$ cat src/rtl/sfc_consts.svh
`ifndef SFC_CONSTS_SVH
`define SFC_CONSTS_SVH

`define SFC_CLK_MHZ        100
`define SFC_PH_RISE        3'h4
`define SFC_PH_LAST        3'h7
`define SFC_GAP_NS         50
`define SFC_GAP_CYC        ((`SFC_GAP_NS * `SFC_CLK_MHZ + 999) / 1000)
`define SFC_RECOV_US       28
`define SFC_RECOV_CYC      (`SFC_RECOV_US * `SFC_CLK_MHZ)

`define SFC_CODE_QUAD_ENTER 8'h38
`define SFC_CODE_QUAD_EXIT  8'hFF
`define SFC_CODE_RST_ARM    8'h66
`define SFC_CODE_RST_EXEC   8'h99
`define SFC_CODE_WL_SET     8'h06
`define SFC_CODE_WL_CLR     8'h04
`define SFC_CODE_ST_READ    8'h05
`define SFC_CODE_ST_WRITE   8'h01
`define SFC_CODE_ID_READ    8'h9F

`define SFC_ST_BUSY        0
`define SFC_ST_WLATCH      1
`define SFC_ST_PROT_LSB    2
`define SFC_ST_PROT_MSB    5
`define SFC_ST_PIN_DIS     6
`define SFC_ST_PROTECT     7
`define SFC_ST_RESET       8'h00

`define SFC_DQ_SINGLE_OE   4'hD
`define SFC_DQ_QUAD_OE     4'hF
`define SFC_DQ_IDLE        4'hC

`endif

$ cat src/rtl/sfc_pkg.sv
package sfc_pkg;

  typedef enum logic [4:0] {
    ST_IDLE  = 5'h01,
    ST_GAP   = 5'h02,
    ST_SHIFT = 5'h04,
    ST_RECOV = 5'h08,
    ST_FIN   = 5'h10
  } sfc_state_e;

  typedef enum logic [3:0] {
    OP_QUAD_ENTER  = 4'h0,
    OP_QUAD_EXIT   = 4'h1,
    OP_RESET       = 4'h2,
    OP_RESET_BLIND = 4'h3,
    OP_WL_SET      = 4'h4,
    OP_WL_CLR      = 4'h5,
    OP_ST_READ     = 4'h6,
    OP_ST_WRITE    = 4'h7,
    OP_ID_READ     = 4'h8
  } sfc_op_e;

endpackage

$ cat src/rtl/sfc_ctrl.sv
// Contract
// - Quad exit frame returns to single-bit
// - Never send quad exit in single mode
// - Continuous read active: send exit twice
// - Reset needs arm then execute, separate frames
// - Wait 28 us recovery after reset
// - Reset pair sent in current width
// - Unknown mode: quad pair then single pair
// - Latch set sent alone in frame
// - Set latch before every status write
// - Poll busy flag clear before next command
`timescale 1ns/1ns
`include "sfc_consts.svh"

module sfc_ctrl
  import sfc_pkg::*;
(
  input  wire logic        clock_i,
  input  wire logic        srst_i,
  input  wire logic        cmd_valid_i,
  input  wire sfc_op_e     cmd_op_i,
  input  wire logic [7:0]  cmd_data_i,
  input  wire logic        cont_read_i,
  output logic             cmd_ready_o,
  output logic             done_o,
  output logic             error_o,
  output logic [7:0]       status_o,
  output logic [23:0]      id_o,
  output logic             quad_mode_o,
  output logic             sck_o,
  output logic             cs_n_o,
  output logic [3:0]       dq_o,
  output logic [3:0]       dq_oe_o,
  input  wire logic [3:0]  dq_i
);

  logic [3:0]  dq_s1_r, dq_s2_r, dq_s3_r;
  logic [3:0]  dq_f_r, dq_f_nxt;
  sfc_state_e  state_r, state_nxt;
  sfc_op_e     op_r, op_nxt;
  logic [1:0]  step_r, step_nxt;
  logic [2:0]  ph_r, ph_nxt;
  logic [2:0]  bit_r, bit_nxt;
  logic [2:0]  bi_r, bi_nxt;
  logic [7:0]  tsr_r, tsr_nxt;
  logic [7:0]  rsr_r, rsr_nxt;
  logic [11:0] wait_r, wait_nxt;
  logic [7:0]  wdat_r, wdat_nxt;
  logic        cont_r, cont_nxt;
  logic        bad_r, bad_nxt;
  logic        quad_r, quad_nxt;
  logic [7:0]  stat_r, stat_nxt;
  logic [23:0] id_r, id_nxt;
  logic        ready_r, ready_nxt;
  logic        done_r, done_nxt;
  logic        err_r, err_nxt;
  logic        sck_r, sck_nxt;
  logic        cs_n_r, cs_n_nxt;
  logic [3:0]  dqo_r, dqo_nxt;
  logic [3:0]  dqoe_r, dqoe_nxt;

  logic [7:0]  f_code, byte_in;
  logic [2:0]  f_nby;
  logic        f_quad, f_two, f_poll, f_wait, f_last;
  logic        rx_now, rx_next, byte_end, again;

  // Pin inputs: three stages, a change counts once stages two and three agree
  always_comb begin
    dq_f_nxt = (dq_s2_r == dq_s3_r) ? dq_s3_r : dq_f_r;
  end

  always_ff @(posedge clock_i) begin
    dq_s1_r <= dq_i;
    dq_s2_r <= dq_s1_r;
    dq_s3_r <= dq_s2_r;
    dq_f_r  <= dq_f_nxt;
  end

  // Frame list for each operation; step selects the frame
  always_comb begin
    f_code = `SFC_CODE_ST_READ;
    f_quad = quad_r;
    f_two  = 1'b0;
    f_nby  = 3'h1;
    f_poll = 1'b0;
    f_wait = 1'b0;
    f_last = 1'b1;
    unique case (op_r)
      OP_QUAD_ENTER: begin
        f_code = `SFC_CODE_QUAD_ENTER;
        f_quad = 1'b0;
      end
      OP_QUAD_EXIT: begin
        f_code = `SFC_CODE_QUAD_EXIT;
        f_quad = 1'b1;
        f_last = (step_r == 2'h1) | ~cont_r;
      end
      OP_RESET: begin
        // Arm and execute in separate frames, nothing in between
        f_code = step_r[0] ? `SFC_CODE_RST_EXEC : `SFC_CODE_RST_ARM;
        f_wait = step_r[0];
        f_last = step_r[0];
      end
      OP_RESET_BLIND: begin
        f_code = step_r[0] ? `SFC_CODE_RST_EXEC : `SFC_CODE_RST_ARM;
        f_quad = ~step_r[1];
        f_wait = step_r[0];
        f_last = (step_r == 2'h3);
      end
      OP_WL_SET:  f_code = `SFC_CODE_WL_SET;
      OP_WL_CLR:  f_code = `SFC_CODE_WL_CLR;
      OP_ST_READ: f_nby  = 3'h2;
      OP_ST_WRITE: begin
        // A rejected write would leave busy clear, so polling still ends
        unique case (step_r)
          2'h0: begin
            f_code = `SFC_CODE_WL_SET;
            f_last = 1'b0;
          end
          2'h1: begin
            f_code = `SFC_CODE_ST_WRITE;
            f_two  = 1'b1;
            f_nby  = 3'h2;
            f_last = 1'b0;
          end
          default: begin
            f_nby  = 3'h2;
            f_poll = 1'b1;
          end
        endcase
      end
      OP_ID_READ: begin
        f_code = `SFC_CODE_ID_READ;
        f_nby  = 3'h4;
      end
      default: f_nby = 3'h1;
    endcase
  end

  // Main sequencer
  always_comb begin
    state_nxt = state_r;
    op_nxt    = op_r;
    step_nxt  = step_r;
    ph_nxt    = ph_r;
    bit_nxt   = bit_r;
    bi_nxt    = bi_r;
    tsr_nxt   = tsr_r;
    rsr_nxt   = rsr_r;
    wait_nxt  = wait_r;
    wdat_nxt  = wdat_r;
    cont_nxt  = cont_r;
    bad_nxt   = bad_r;
    quad_nxt  = quad_r;
    stat_nxt  = stat_r;
    id_nxt    = id_r;
    done_nxt  = 1'b0;
    err_nxt   = 1'b0;
    cs_n_nxt  = cs_n_r;
    rx_now    = (bi_r != 3'h0) && !(f_two && bi_r == 3'h1);
    byte_end  = (bit_r == (f_quad ? 3'h1 : 3'h7));
    byte_in   = f_quad ? {rsr_r[3:0], dq_f_r} : {rsr_r[6:0], dq_f_r[1]};
    again     = f_poll & rx_now & byte_in[`SFC_ST_BUSY];
    unique case (state_r)
      ST_IDLE: begin
        if (cmd_valid_i && ready_r) begin
          op_nxt   = cmd_op_i;
          wdat_nxt = cmd_data_i;
          cont_nxt = cont_read_i;
          step_nxt = 2'h0;
          bad_nxt  = ((cmd_op_i == OP_QUAD_EXIT) && !quad_r) ||
                     ((cmd_op_i == OP_QUAD_ENTER) && quad_r);
          wait_nxt = 12'(`SFC_GAP_CYC);
          state_nxt = bad_nxt ? ST_FIN : ST_GAP;
        end
      end
      ST_GAP: begin
        if (wait_r == 12'h000) begin
          state_nxt = ST_SHIFT;
          ph_nxt    = 3'h0;
          bit_nxt   = 3'h0;
          bi_nxt    = 3'h0;
          tsr_nxt   = f_code;
          cs_n_nxt  = 1'b0;
        end else begin
          wait_nxt = wait_r - 12'h001;
        end
      end
      ST_SHIFT: begin
        ph_nxt = 3'(ph_r + 3'h1);
        if (ph_r == `SFC_PH_LAST) begin
          tsr_nxt = f_quad ? {tsr_r[3:0], 4'h0} : {tsr_r[6:0], 1'b0};
          rsr_nxt = byte_in;
          bit_nxt = byte_end ? 3'h0 : 3'(bit_r + 3'h1);
          if (byte_end) begin
            if (rx_now && op_r == OP_ID_READ) begin
              id_nxt = {id_r[15:0], byte_in};
            end else if (rx_now) begin
              stat_nxt = byte_in;
            end
            if ((bi_r == 3'(f_nby - 3'h1)) && !again) begin
              cs_n_nxt = 1'b1;
              wait_nxt = f_wait ? 12'(`SFC_RECOV_CYC) : 12'(`SFC_GAP_CYC);
              if (f_wait) begin
                state_nxt = ST_RECOV;
              end else if (f_last) begin
                state_nxt = ST_FIN;
              end else begin
                step_nxt  = 2'(step_r + 2'h1);
                state_nxt = ST_GAP;
              end
            end else if (!again) begin
              bi_nxt = 3'(bi_r + 3'h1);
              if (f_two && bi_r == 3'h0) begin
                tsr_nxt = wdat_r;
              end
            end
          end
        end
      end
      ST_RECOV: begin
        // Recovery wait covers the slowest case, an interrupted erase
        if (wait_r == 12'h000) begin
          stat_nxt = `SFC_ST_RESET;
          quad_nxt = 1'b0;
          wait_nxt = 12'(`SFC_GAP_CYC);
          if (f_last) begin
            state_nxt = ST_FIN;
          end else begin
            step_nxt  = 2'(step_r + 2'h1);
            state_nxt = ST_GAP;
          end
        end else begin
          wait_nxt = wait_r - 12'h001;
        end
      end
      ST_FIN: begin
        done_nxt  = 1'b1;
        err_nxt   = bad_r;
        state_nxt = ST_IDLE;
        if (!bad_r && op_r == OP_QUAD_ENTER) quad_nxt = 1'b1;
        if (!bad_r && op_r == OP_QUAD_EXIT) quad_nxt = 1'b0;
      end
    endcase
    ready_nxt = (state_nxt == ST_IDLE);
  end

  // Pin drive; data changes as select falls, then only as the serial clock falls
  always_comb begin
    rx_next  = (bi_nxt != 3'h0) && !(f_two && bi_nxt == 3'h1);
    sck_nxt  = (state_nxt == ST_SHIFT) && ph_nxt[2];
    if (state_nxt == ST_SHIFT && f_quad) begin
      dqo_nxt  = tsr_nxt[7:4];
      dqoe_nxt = rx_next ? 4'h0 : `SFC_DQ_QUAD_OE;
    end else begin
      // Protect and hold lanes held high in single-bit mode
      dqo_nxt  = {2'b11, 1'b0, tsr_nxt[7]};
      dqoe_nxt = `SFC_DQ_SINGLE_OE;
    end
  end

  always_ff @(posedge clock_i) begin
    if (srst_i) begin
      state_r <= ST_IDLE;
      op_r    <= OP_ST_READ;
      step_r  <= 2'h0;
      ph_r    <= 3'h0;
      bit_r   <= 3'h0;
      bi_r    <= 3'h0;
      tsr_r   <= 8'h00;
      rsr_r   <= 8'h00;
      wait_r  <= 12'h000;
      wdat_r  <= 8'h00;
      cont_r  <= 1'b0;
      bad_r   <= 1'b0;
      quad_r  <= 1'b0;
      stat_r  <= `SFC_ST_RESET;
      id_r    <= 24'h000000;
      ready_r <= 1'b0;
      done_r  <= 1'b0;
      err_r   <= 1'b0;
      sck_r   <= 1'b0;
      cs_n_r  <= 1'b1;
      dqo_r   <= `SFC_DQ_IDLE;
      dqoe_r  <= `SFC_DQ_SINGLE_OE;
    end else begin
      state_r <= state_nxt;
      op_r    <= op_nxt;
      step_r  <= step_nxt;
      ph_r    <= ph_nxt;
      bit_r   <= bit_nxt;
      bi_r    <= bi_nxt;
      tsr_r   <= tsr_nxt;
      rsr_r   <= rsr_nxt;
      wait_r  <= wait_nxt;
      wdat_r  <= wdat_nxt;
      cont_r  <= cont_nxt;
      bad_r   <= bad_nxt;
      quad_r  <= quad_nxt;
      stat_r  <= stat_nxt;
      id_r    <= id_nxt;
      ready_r <= ready_nxt;
      done_r  <= done_nxt;
      err_r   <= err_nxt;
      sck_r   <= sck_nxt;
      cs_n_r  <= cs_n_nxt;
      dqo_r   <= dqo_nxt;
      dqoe_r  <= dqoe_nxt;
    end
  end

  assign cmd_ready_o = ready_r;
  assign done_o      = done_r;
  assign error_o     = err_r;
  assign status_o    = stat_r;
  assign id_o        = id_r;
  assign quad_mode_o = quad_r;
  assign sck_o       = sck_r;
  assign cs_n_o      = cs_n_r;
  assign dq_o        = dqo_r;
  assign dq_oe_o     = dqoe_r;
endmodule

$ cat config.mk
export PLATFORM = sky130hd
export DESIGN_NAME = sfc_ctrl
export DESIGN_NICKNAME = d
export VERILOG_FILES = /design/src/rtl/sfc_pkg.sv /design/src/rtl/sfc_ctrl.sv
export VERILOG_INCLUDE_DIRS = /design/src /design/src/rtl
export SDC_FILE = /design/constraint.sdc
export NUM_CORES = 1
export LEC_CHECK = 0
export ABC_AREA = 0
export BUFFER_PORTS_ARGS = -buffer_cell sky130_fd_sc_hd__buf_2
export CAP_MARGIN = 5
export CORE_ASPECT_RATIO = 0.8
export CORE_MARGIN = 2
export CORE_UTILIZATION = 52
export DETAILED_ROUTE_END_ITERATION = 16
export PLACE_DENSITY = 0.75
export RECOVER_POWER = 100
export SYNTH_ARGS = -nofsm -noshare
export SYNTH_HDL_FRONTEND = slang
export SYNTH_SLANG_ARGS = --single-unit
$ cat constraint.sdc
create_clock -name clock_i -period 3.1 [get_ports clock_i]
set_input_delay 0 -clock clock_i [delete_from_list [all_inputs] [get_ports clock_i]]
set_output_delay 0 -clock clock_i [all_outputs]
set_load 0.005 [all_outputs]
==> impl_metrics.tcl <==
set metrics [dict create \
    dp_hpwl_mm 10.2 \
    die_w_um 119 \
    cts.path.max_buffers 2 \
    seq_area_mm2 0.00238 \
    yosysSeqAreaShare 0.435 \
    cp-end-kind "register" \
    start_kind "register" \
    multi_input_area_mm2 0.00290 \
    cts-root-buf "clkbuf_16" \
    grt_max_degree 85 \
    gr-usage-met3 0.0545 \
    crit_required_ps 3340 \
    use_met2 0.400 \
    hp-start "srst_i" \
    wl_mm 14.7 \
    p_total_uw 3960 \
    synth_area_mm2 0.00548 \
    path_clk_slew_ps 60 \
    vias 5313 \
    synth_edf_count 4 \
    finClkSkew_ps 8.81 \
    holdPathEnd "state_r[0]" \
    wl_per_cell_um 16.1 \
    peakVddDrop_mv 0.390 \
    crit_family "simple AND/OR/NAND/NOR gates" \
    worst-path-buf-inv 1 \
    ff2ff_setup_slack_ps 150 \
    gr-usage-met1 0.365 \
    reg2reg_depth 13 \
    fillCellCount 874 \
    status "finished clean" \
    cp_max_fo 9 \
    crit_chain "inv_1 > ha_1 > nand2_1 > nand3_2 > nand2_1 > ha_1 > xnor2_2 > nand2_1 > mux2_2 > and2_4 > or4_1 > a31oi_1 > a221oi_1" \
    slew-limit-headroom 0.353 \
    setup_viol 0 \
    crit_top_cell "nand2_1" \
    gp_congestion 0.959 \
    dieArea_mm2 0.0114 \
    p_leak_uw 0.00254 \
    antenna_found_initial 0 \
    grt_overflow_total 0 \
    hold_depth 3 \
    rows 33 \
    yosysTopAreaCellShare 0.413 \
    maxCapViolCount 0 \
    htreeDepth 4 \
    ios 66 \
    setup.worst_path.class "register to register" \
    avgSynthCellArea_um2 8.24 \
    slew_viol_final 0 \
    grt_pass1_vias 4800 \
    coreArea_mm2 0.0102 \
    grt_pass1_wl_mm 23.7 \
    cts_tree "done" \
    yosysUniqueCellTypes 60 \
    track_usage 0.262 \
    avgViaCountPerCell 5.84 \
    start_util 0.535 \
    min_path_type "primary input to register" \
    p_per_area_mw_per_mm2 583 \
    crit_arrival_ps 3190 \
    post-route-drc-count 0 \
    yosys-top-cells-area "dfxtp_1 (41%), nand2_1 (7.7%), a21oi_1 (6.3%)" \
    synth_cells 665 \
    layout.nets 789 \
    fmax_mhz 339 \
    cts_sinks 117 \
    cts_made_buffers 17 \
    yosysTopAreaCell "dfxtp_1" \
    timing.rr.end "dq_o[0]" \
    drtIter0Drc 597 \
    dpl_cell_area_mm2 0.00601 \
    syn_nets 698 \
    critPathSlowestCell "or4_1" \
    period_minus_slack_ps 2950 \
    yosysWarnings 0 \
    layout-drive-gt1-share 0.148 \
    portBuffers 65 \
    ys_ff_latch 117 \
    hold_viol 0 \
    num_antenna_cells 0 \
    yosys_most_used_dff "dfxtp_1" \
    area_delta_synth_final_pct 24.1 \
    slowest_delay_ps 470 \
    clock_latency_ps 410 \
    fin_crit_sh 0.950 \
    top_usage_layer "met2" \
    max_slew.worst_pin.slew_ps 962 \
    fp.dieH_um 95.8 \
    final_antenna_net_count 0 \
    ys_async_sr_fraction 0 \
    firstDrtPassIters 7 \
    synthTopCellsByCount "dfxtp_1 (113), nand2_1 (113), a21oi_1 (69), nor2_1 (58), clkbuf_1 (38)" \
    design_area_mm2 0.00680 \
    reg2reg_from "step_r[1]" \
]
-- metal layers --
layer  up-vias  wire length [um]
met4         0               187
li1       2578                 -
met5         -                 0
met1      2474              6930
met3        22              1160
met2       239              6400
-- cells in the final DEF, fill, tap and decap left out, types with 10 or more instances in the layout --
| cell type | count |
|---|---|
| nand2_1 | 113 |
| dfxtp_1 | 112 |
| a21oi_1 | 69 |
| nor2_1 | 58 |
| buf_2 | 35 |
| clkbuf_1 | 35 |
| o21ai_0 | 27 |
| buf_4 | 25 |
| dlygate4sd3_1 | 18 |
| a211oi_1 | 17 |
| clkbuf_16 | 17 |
| nand3_1 | 16 |
| mux2i_1 | 14 |
| ha_1 | 13 |
| a31oi_1 | 12 |
| inv_1 | 12 |
| nor3_1 | 11 |
| and2_1 | 11 |
| or3_1 | 10 |
-- power breakdown --
part | switching (uW) | internal (uW) | total, uW
Sequential | 37.4 | 1550 | 1590
Combinational | 245 | 162 | 407
Clock | 766 | 1200 | 1970
-- area by class of cell --
type	instances	share of cell area
clock buffer	17	0.0626
clock inverter	15	0.0250
inverter	12	0.00663
multi-input combinational	491	0.427
sequential	117	0.351
tap	140	0.0258
timing repair buffer	117	0.103
-- tightest hold or removal path: cells and delay by family --
kind | cells | cell delay [ps]
AND/OR/NAND/NOR | 1 | 140
buffers and inverters | 2 | 400
-- metrics by stage --
step           cells   util  setup TNS (ps)  setup slack, ps  hold WS (ps)
3_5_place_dp     854  0.587               0             97.1           104
6_report         909  0.664               0              154           159
5_1_grt          909  0.664           -2.39            -2.39           192
2_1_floorplan    665      -               0              216          27.7
3_3_place_gp     854  0.587               0              204           105
4_1_cts          904  0.663               0             39.8           149
-- sequential cells by signal (all words and copies together) (netlist names), 3 cells and up --
name and cells:
bi_r 3, bit_r 3, dq_f_r 4, dq_o 4, dq_s1_r 4, dq_s2_r 4, dq_s3_r 4, id_o 24
op_r 4, ph_r 3, rsr_r 7, state_r 5, status_o 8, tsr_r 8, wait_r 12, wdat_r 8
-- how the worst max path moves through the flow --
stage	from	to	slack (ps)	depth (start not counted)
4_1_cts	step_r[1]	dq_oe_o[1]	40	13
6_report	step_r[1]	dq_o[0]	150	13
5_1_grt	step_r[1]	dq_o[0]	-2	13
3_3_place_gp	step_r[1]	tsr_r[6]	200	14
2_1_floorplan	step_r[0]	dq_o[2]	220	14
3_5_place_dp	step_r[1]	tsr_r[6]	100	13
-- what timing repair did --
action,4_1_cts,5_1_grt
setup buffers,0,5
endpoints found under the setup margin,0,26
hold buffers,18,0
endpoints found under the hold margin,19,0
resized for setup,0,11
-- cells by family after synthesis --
logic type / share of synthesized area
AND/OR/NAND/NOR: 0.255
AO/OA/AOI/OAI: 0.193
flip-flops: 0.435
buffers and inverters: 0.0432
multiplexers: 0.0334
adder cells (fa/ha/maj): 0.0297
XOR/XNOR: 0.0112
(Power assumes the default switching activity.)
